===== src/hdl/cif_pkg.sv =====
// Constants and types shared by the 3x3 image convolution filter
// Summary of operation
// - Each output is the sum of nine weight times neighbourhood pixel products.
// - Three RAM line stores hold the rows that form each neighbourhood.
// - Each store holds one row; the newest row rotates through all three.
// - Control logic makes line-store addresses and enables, interleaving rows.
// - Signed 9-bit weights go straight to the multipliers, not buffered.
// - A selection stage catches taps beyond the image edge before multiplying.
// - Out-of-image taps read as zero, as if the image were zero-padded.
// - Nine multiplies run in parallel and an adder tree sums them.
// - Symmetric mode pre-adds pixels sharing one weight before multiplying.
// - The kernel visits every input position, edges included.
// - Output is 8x8, emitted in raster order.
package cif_pkg;

  // ==========================================================
  // Image and data geometry
  localparam int IMG_W = 8;
  localparam int IMG_H = 8;
  localparam int PIX_W = 8;
  localparam int WT_W = 9;
  localparam int OUT_W = 21;
  localparam int NTAP = 9;
  localparam int NSTORE = 3;
  localparam int CNT_W = 4;
  localparam int COL_AW = 3;

  // ==========================================================
  // Scan limits: one extra phantom column and row flush the window
  localparam logic [CNT_W-1:0] COL_LAST = 4'h8;
  localparam logic [CNT_W-1:0] ROW_LAST = 4'h8;
  localparam logic [CNT_W-1:0] COL_REAL = 4'h8;
  localparam logic [CNT_W-1:0] ROW_REAL = 4'h8;

  // ==========================================================
  // Reset values
  localparam logic [CNT_W-1:0] CNT_RST = 4'h0;
  localparam logic [1:0] SEL_RST = 2'h0;
  localparam logic [PIX_W-1:0] PIX_ZERO = 8'h00;

  // ==========================================================
  // Tap positions in the 3x3 window, raster order
  localparam int TAP_CENTRE = 4;
  localparam int WT_CENTRE = 4;
  localparam int WT_EDGE = 1;
  localparam int WT_CORNER = 0;

  typedef logic [PIX_W-1:0] cif_pix_t;
  typedef logic signed [WT_W-1:0] cif_wt_t;
  typedef logic signed [OUT_W-1:0] cif_acc_t;

endpackage


===== src/hdl/cif_tap_if.sv =====
// Window taps, weights and mode passed from the line-store stage to the multiply-add
`timescale 1ns/1ps
`default_nettype none
interface cif_tap_if;
  import cif_pkg::*;
  cif_pix_t tap [NTAP];
  cif_wt_t wt [NTAP];
  logic sym;
  logic vld;
  modport src (output tap, output wt, output sym, output vld);
  modport mac (input tap, input wt, input sym, input vld);
endinterface
`default_nettype wire


===== src/hdl/cif_mac.sv =====
// Parallel multiply and adder tree, full and symmetric kernels
`timescale 1ns/1ps
`default_nettype none
module cif_mac
  import cif_pkg::*;
(
  // Clock and reset
  input wire logic clk,
  input wire logic srst,
  // Window taps
  cif_tap_if.mac m,
  // Result
  output logic out_valid,
  output cif_acc_t out_data
);

  function automatic cif_acc_t ext(input cif_pix_t p);
    ext = $signed({{(OUT_W-PIX_W){1'b0}}, p});
  endfunction

  // ==========================================================
  // Full kernel: nine products at once
  cif_acc_t prod [NTAP];
  cif_acc_t lvl1 [5];
  cif_acc_t lvl2 [3];
  cif_acc_t full_sum;

  genvar i;
  generate
    for (i = 0; i < NTAP; i++) begin : g_mul
      assign prod[i] = ext(m.tap[i]) * OUT_W'(m.wt[i]);
    end
    for (i = 0; i < 4; i++) begin : g_l1
      assign lvl1[i] = prod[2*i] + prod[2*i+1];
    end
  endgenerate
  assign lvl1[4] = prod[8];
  assign lvl2[0] = lvl1[0] + lvl1[1];
  assign lvl2[1] = lvl1[2] + lvl1[3];
  assign lvl2[2] = lvl1[4];
  assign full_sum = lvl2[0] + lvl2[1] + lvl2[2];

  // ==========================================================
  // Symmetric kernel: pixels sharing a weight are added first
  cif_acc_t edge_sum;
  cif_acc_t corner_sum;
  cif_acc_t sym_sum;

  assign edge_sum = ext(m.tap[1]) + ext(m.tap[3]) + ext(m.tap[5]) + ext(m.tap[7]);
  assign corner_sum = ext(m.tap[0]) + ext(m.tap[2]) + ext(m.tap[6]) + ext(m.tap[8]);
  assign sym_sum = ext(m.tap[TAP_CENTRE]) * OUT_W'(m.wt[WT_CENTRE])
                 + edge_sum * OUT_W'(m.wt[WT_EDGE])
                 + corner_sum * OUT_W'(m.wt[WT_CORNER]);

  // ==========================================================
  // Output register
  always_ff @(posedge clk) begin
    if (srst) begin
      out_valid <= 1'b0;
      out_data <= '0;
    end else begin
      out_valid <= m.vld;
      if (m.vld) begin
        out_data <= m.sym ? sym_sum : full_sum;
      end
    end
  end

endmodule
`default_nettype wire


===== src/hdl/cif_filter.sv =====
// Top of the 3x3 image convolution filter: line stores, control, edge select
`timescale 1ns/1ps
`default_nettype none
module cif_filter
  import cif_pkg::*;
(
  // Clock and reset
  input wire logic clk,
  input wire logic srst,
  // Pixel input stream
  input wire logic pix_valid,
  input wire cif_pix_t pix_data,
  output logic pix_ready,
  // Kernel
  input wire cif_wt_t weight [NTAP],
  input wire logic sym_en,
  // Pixel output stream
  output logic out_valid,
  output cif_acc_t out_data
);

  // Store holding the row n rows above the one being written
  function automatic logic [1:0] sel_back(input logic [1:0] sel, input logic [1:0] n);
    logic [2:0] s;
    s = {1'b0, sel} + 3'(NSTORE) - {1'b0, n};
    if (s >= 3'(NSTORE)) begin
      s = s - 3'(NSTORE);
    end
    sel_back = s[1:0];
  endfunction

  // ==========================================================
  // Scan counters and store pointer
  // The scan runs over 9x9 positions; the ninth column and row are phantom
  // steps that need no input and flush the last outputs of each row and frame.
  logic [CNT_W-1:0] row_q;
  logic [CNT_W-1:0] col_q;
  logic [1:0] wr_sel_q;
  logic step;
  logic col_end;
  logic row_end;
  logic real_pos;

  assign col_end = (col_q == COL_LAST);
  assign row_end = (row_q == ROW_LAST);
  assign real_pos = (row_q < ROW_REAL) && (col_q < COL_REAL);
  assign pix_ready = real_pos;
  assign step = real_pos ? pix_valid : 1'b1;

  always_ff @(posedge clk) begin
    if (srst) begin
      row_q <= CNT_RST;
      col_q <= CNT_RST;
      wr_sel_q <= SEL_RST;
    end else if (step) begin
      if (col_end) begin
        col_q <= CNT_RST;
        if (row_end) begin
          row_q <= CNT_RST;
          wr_sel_q <= SEL_RST;
        end else begin
          row_q <= row_q + 4'h1;
          wr_sel_q <= sel_back(wr_sel_q, 2'h2);
        end
      end else begin
        col_q <= col_q + 4'h1;
      end
    end
  end

  // ==========================================================
  // Line stores, one image row each
  cif_pix_t store_q [NSTORE][IMG_W];
  logic [COL_AW-1:0] col_addr;
  logic [1:0] sel_m1;
  logic [1:0] sel_m2;
  logic wr_en;

  assign col_addr = col_q[COL_AW-1:0];
  assign sel_m1 = sel_back(wr_sel_q, 2'h1);
  assign sel_m2 = sel_back(wr_sel_q, 2'h2);
  assign wr_en = step && real_pos;

  always_ff @(posedge clk) begin
    if (wr_en) begin
      store_q[wr_sel_q][col_addr] <= pix_data;
    end
  end

  // ==========================================================
  // Edge select: new window column, zeros outside the image
  cif_pix_t new_col [3];
  logic top_in;
  logic mid_in;
  logic bot_in;

  assign top_in = !col_end && (row_q >= 4'h2);
  assign mid_in = !col_end && (row_q >= 4'h1);
  assign bot_in = !col_end && !row_end;
  assign new_col[0] = top_in ? store_q[sel_m2][col_addr] : PIX_ZERO;
  assign new_col[1] = mid_in ? store_q[sel_m1][col_addr] : PIX_ZERO;
  assign new_col[2] = bot_in ? pix_data : PIX_ZERO;

  // ==========================================================
  // 3x3 window; the phantom column leaves zeros for the next left edge
  cif_pix_t win_q [3][3];
  logic win_valid_q;

  genvar r;
  generate
    for (r = 0; r < 3; r++) begin : g_win
      always_ff @(posedge clk) begin
        if (srst) begin
          win_q[r][0] <= PIX_ZERO;
          win_q[r][1] <= PIX_ZERO;
          win_q[r][2] <= PIX_ZERO;
        end else if (step) begin
          win_q[r][0] <= win_q[r][1];
          win_q[r][1] <= win_q[r][2];
          win_q[r][2] <= new_col[r];
        end
      end
    end
  endgenerate

  // Position (row-1, col-1) is complete once (row, col) is stepped
  always_ff @(posedge clk) begin
    if (srst) begin
      win_valid_q <= 1'b0;
    end else begin
      win_valid_q <= step && (row_q != CNT_RST) && (col_q != CNT_RST);
    end
  end

  // ==========================================================
  // Multiply-add stage
  cif_tap_if taps ();

  genvar t;
  generate
    for (t = 0; t < NTAP; t++) begin : g_tap
      assign taps.tap[t] = win_q[t/3][t%3];
      assign taps.wt[t] = weight[t];
    end
  endgenerate
  assign taps.sym = sym_en;
  assign taps.vld = win_valid_q;

  cif_mac u_mac (
    .clk(clk),
    .srst(srst),
    .m(taps.mac),
    .out_valid(out_valid),
    .out_data(out_data)
  );

endmodule
`default_nettype wire


===== config.mk =====
export PLATFORM = sky130hd
export DESIGN_NAME = cif_filter
export DESIGN_NICKNAME = d
export VERILOG_FILES = /design/src/hdl/cif_pkg.sv /design/src/hdl/cif_tap_if.sv /design/src/hdl/cif_mac.sv /design/src/hdl/cif_filter.sv
export SDC_FILE = /design/constraint.sdc
export NUM_CORES = 2
export LEC_CHECK = 0
export ABC_AREA = 1
export BUFFER_PORTS_ARGS = -buffer_cell sky130_fd_sc_hd__buf_2
export CORE_ASPECT_RATIO = 2
export CORE_UTILIZATION = 60
export DETAILED_ROUTE_END_ITERATION = 8
export PLACE_DENSITY = 0.8
export SLEW_MARGIN = 20
export SYNTH_ARGS = -nofsm -noshare
export SYNTH_HDL_FRONTEND = slang
export SYNTH_SLANG_ARGS = --single-unit

===== constraint.sdc =====
create_clock -name clk -period 8.45 [get_ports clk]
set_input_delay 0.845 -clock clk [delete_from_list [all_inputs] [get_ports clk]]
set_output_delay 0.845 -clock clk [all_outputs]
set_load 0.005 [all_outputs]

# Word-level counts from Yosys, hierarchy flattened
# Memory sizes are Yosys's and may differ from the RTL's.
# Index checks and enable logic that the tools add are counted.
# word_totals
register_bits,33
latch_bits,0
ramBits,264
mem_bits_ro,0
elab_cells,109
mem_count,2
# mem_list
name,depth,word_bits,read_ports,rd_ports_with_merged_regs,wr,line,source
store_q,3,64,2,0,1,cif_filter.sv:73,cif_pix_t store_q [NSTORE][IMG_W];
win_q,3,24,3,0,3,cif_filter.sv:106,cif_pix_t win_q [3][3];
# classes
add_sub_neg,23
n_mul,11
n_div,0
order_cmp,8
eq_ne,2
shifts,0
n_mux,34
bitwise,10
n_reduce_logical,13
# op_table
cell,n
$add A21 B21 Y21,10
$mul A9 B9 Y18,9
$mux W8,17
$add A21 B9 Y21,4
$mux W64,1
$bmux W8 S3,2
$mul A21 B9 Y21,2
$demux W8 S3,1
$mux W21,1
$add A8 B8 Y9,2
$or A1 B1 Y1,9
$add A4 B1 Y4 const B,2
$eq A4 B4 Y1 const B,2
$logic_and A1 B1 Y1,8
$lt A4 B4 Y1 const B,2
$mux W4,2
$reduce_bool A4 Y1,2
$mux W1,7
$ge A3 B2 Y1 const B,2
$mux W2,3
$ge A4 B1 Y1 const B,1
$ge A4 B2 Y1 const B,1
$ge A4 B4 Y1 const B,1
$lt A4 B1 Y1 const B,1
other kinds (7),9

# Longest topological paths before layout
# An unclocked memory read counts as a cell.
# logic_depth
ltp_word,10
ltp_mapped,46
depth_no_buf,46

# Modules after synthesis
# Synthesis repeated with hierarchy kept, for this count alone.
# unflattened
cells_unflattened,6067
hier_area_um2,49366.1
# by_module_without_submodules
mod,n_inst,cells_each,area_per_inst_um2,seq_area_each_um2
cif_mac,1,4530,36000.8,440.4
cif_filter,1,1537,13365.3,8147.8

# Worst setup path before layout
# Ideal clock, no wire load.
# synth_path
path_kind,input-to-reg
from,input weight[36] (netlist name)
to,register u_mac.out_data[14]
setup_ns,0.115
arrival_time_ns,8.553
required_time_ns,8.335
slack_ns,-0.219
cell_stages,33
cell_sequence,clkbuf_1 > nand2_1 > fa_1 > inv_1 > fa_1 > inv_1 > fa_1 > fa_1 > inv_1 > ha_1 > ha_1 > a21oi_1 > nand2_1 > xor2_1 > fa_1 > fa_1 > inv_1 > fa_1 > fa_1 > fa_1 > fa_1 > ha_1 > nand2_1 > nor2_1 > nand2_1 > o211ai_1 > nand2_1 > nand2_1 > nand2_1 > nand2_1 > nor2_1 > o21ai_0 > inv_1
# synth_between
elab_chain_cells,6
# synth_rtl
element,line,source
from (decl),cif_filter.sv:15,"input wire cif_wt_t weight [NTAP],"
$mul A9 B9 Y18 (*),"cif_mac.sv:31, cif_mac.sv:51",
$add A21 B21 Y21,cif_mac.sv:34,assign lvl1[i] = prod[2*i] + prod[2*i+1];
$add A21 B21 Y21,cif_mac.sv:39,assign lvl2[1] = lvl1[2] + lvl1[3];
$add A21 B21 Y21 (2 in a row),cif_mac.sv:41,assign full_sum = lvl2[0] + lvl2[1] + lvl2[2];
$mux W21 (*),cif_mac.sv:64,out_data <= m.sym ? sym_sum : full_sum;
to (signal assigned),cif_mac.sv:64,
to (decl),cif_mac.sv:14,output cif_acc_t out_data
# Mark *: on every way between the ends. The rest lies on a longest branch, timed or not.
# A chain may end at the register's enable or synchronous reset.

==> flow_summary.ini <==
[drt]
drt_iter0_drc = 3284
wl_per_cell_um = 23.2
avgViaCountPerCell = 5.79
dr.pass1.iters = 9
via_count = 43000
antenna_left = 0
drc = 0
wirelength_mm = 172

[cts]
cts_root_buf = clkbuf_16
cts.sinks = 297
cts_buffer_depth = 3
cts_tree = yes
cts.clk_slew.worst_paths_ns = 0.08
clock_latency_ns = 0.63
htree_levels = 1
cts_made_buffers = 28

[critical_path]
crit_type = flip-flop to flip-flop
cp-start-kind = flip-flop
crit_required_ns = 8.96
end_kind = flip-flop
critPathMostFrequentCell = fa_1
crit_arrival_ns = 9.30
crit_fanout = 9
slowest_delay_ns = 0.56
cp_slowest_cell = xor2_1

[die]
ios = 116
num_rows = 147
initial_core_util_pct = 60.7
fp.dieH_um = 405
die_w_um = 204
core-area_mm2 = 0.0804
dieArea_mm2 = 0.0825

[synthesis]
synth_area_leaders = fa_1, ha_1, edfxtp_1, inv_1, nand2_1
yosys_register_bits = 297
yosysSeqAreaShare_pct = 17.6
async_flop_share_pct = 0
ys_types = 57
synth_edf_count = 264
synth_area_mm2 = 0.0488
postSynthCellCount = 5805
ys_warn_count = 0
syn-num-nets = 7235
ys.flop_type = edfxtp_1
synth_top_area_share_pct = 28.7
synth.avg_cell_area_um2 = 8.41
yosysTopAreaCell = fa_1

[outcome]
violations = negative setup slack
status = complete, but fails checks

[layout]
drive_above_1_share_pct = 16.7
final_nets = 7780
fillers = 5922
synthToLayoutAreaGrowth_pct = 16.9
seq_area_mm2 = 0.00859
multiInputGateArea_mm2 = 0.0349

[timing]
setup_viol = 11
rsz0062_at_grt = true
worst_pin_slew_ns = 1.36
final.min_clock_period_ns = 8.80
setup_ws_ns = -0.346
maxSlewHeadroom_pct = 8.87
hold_viol_final = 0
hold_ws_ns = 0.477
slew_viol_final = 0
max_freq_mhz = 114
fin_crit_sh_pct = 104
skew_ns = 0.0449

[hold_path]
hold_class = flip-flop to flip-flop

[global_routing]
grt.overflow.total = 0
grtUsageTotal_pct = 41.9
grt_pass1_vias = 45900
grt_max_degree = 96
antenna_found_initial = 11
grt_pass1_wl_mm = 255

[place]
portBuffers = 115
dp_hpwl_mm = 140
place_congestion = 1.08

[run]
drv_cap = 0
[metrics by stage]
stage | instances | instance area, µm² | setup WS, ns | TNS, ns | utilization, %
after floorplan | 5805 | 48900 | 0.00360 | 0 | -
after global placement | 7315 | 54300 | -0.396 | -3.71 | 67.6
after detailed placement | 7315 | 54300 | -0.462 | -4.98 | 67.6
after CTS | 7373 | 55600 | -0.0108 | -0.0108 | 69.2
after global routing | 7416 | 57000 | -0.641 | -6.12 | 71.0
final | 7422 | 57100 | -0.346 | -2.68 | 71.0
[layout make-up]
cell class / count / share of cell area, %
antenna: 8 / 0.0351
sequential: 297 / 15.1
timing repair buffer: 747 / 9.75
clock inverter: 21 / 0.511
clock buffer: 30 / 1.28
inverter: 1518 / 10.0
multi-input combinational: 3758 / 61.1
tap: 1043 / 2.29
[timing repair]
action,4_1_cts,5_1_grt
hold buffers,0,0
setup endpoints to repair,14,15
pin swaps,18,128
resized for setup,59,232
buffers inserted,7,43
[critical path: cells and delay by family (launching register included)]
kind | cells | cell delay (ns)
xor gates and xnor gates | 2 | 0.70
and+or+nand+nor | 10 | 1.07
buffers and inverters | 8 | 1.07
DFF | 1 | 0.43
AOI/OAI and AO/OA | 2 | 0.43
adders and majority gates | 11 | 5.01
[cells in the final DEF (no fill, tap or decap), types with 84 or more instances in the layout]
| master | count |
|---|---|
| nor2_1 | 298 |
| xor2_1 | 93 |
| inv_1 | 1488 |
| o21ai_0 | 182 |
| buf_4 | 597 |
| edfxtp_1 | 264 |
| a21oi_1 | 308 |
| buf_2 | 115 |
| nand2_1 | 1000 |
| ha_1 | 594 |
| nand3_1 | 84 |
| fa_1 | 686 |
[kinds of logic after synthesis]
family,Yosys count,synth area share [%]
flops,297,17.6
compound gates,717,8.19
xor+xnor,139,2.51
mux,16,0.328
simple gates,1549,12.7
buf+inv,1750,13.7
fa+ha+maj,1337,45.0
[sequential cells by signal (all words and copies together), names as in the netlist]
| register | cells |
|---|---|
| u_mac.out_valid | 1 |
| store_q | 192 |
| u_mac.out_data | 21 |
| wr_sel_q | 2 |
| row_q | 4 |
| win_q | 72 |
| col_q | 4 |
| taps.vld | 1 |
[worst paths after layout]
| check | depth (start not counted) | to | from | slack, ns |
|---|---|---|---|---|
| worst max register to register | 33 | u_mac.out_data[13] | win_q[0][16] | -0.35 |
| worst max-delay path | 33 | u_mac.out_data[13] | win_q[0][16] | -0.35 |
| worst min register to register | 2 | u_mac.out_data[3] | u_mac.out_data[3] | 0.48 |
| worst min-delay path | 2 | u_mac.out_data[3] | u_mac.out_data[3] | 0.48 |
[layer usage]
| layer | share of wire (%) | global-route usage, % |
|---|---|---|
| met1 | 28 | 36.6 |
| met2 | 49 | 73.6 |
| met3 | 8.1 | 8.96 |
| met4 | 15 | 48.1 |
| met5 | 0.031 | 0 |
[synth_stat cells (16+ instances only)]
cell type     n
o21ai_1      16
a21o_1       19
inv_1      1507
or2_2        22
nor2_1      319
clkbuf_1    180
ha_1        638
buf_2        35
edfxtp_1    264
o21ai_0     207
mux2i_1      16
xor2_1      102
nand3_1      90
a21oi_1     347
nor3_1       37
o31ai_1      22
a221oi_1     17
fa_1        699
xnor2_1      36
dfxtp_1      33
nand2_1    1038
Power is left out: the tool's default activity adds up to more than one toggle a clock period on the data nets, which glitch-free logic cannot reach.
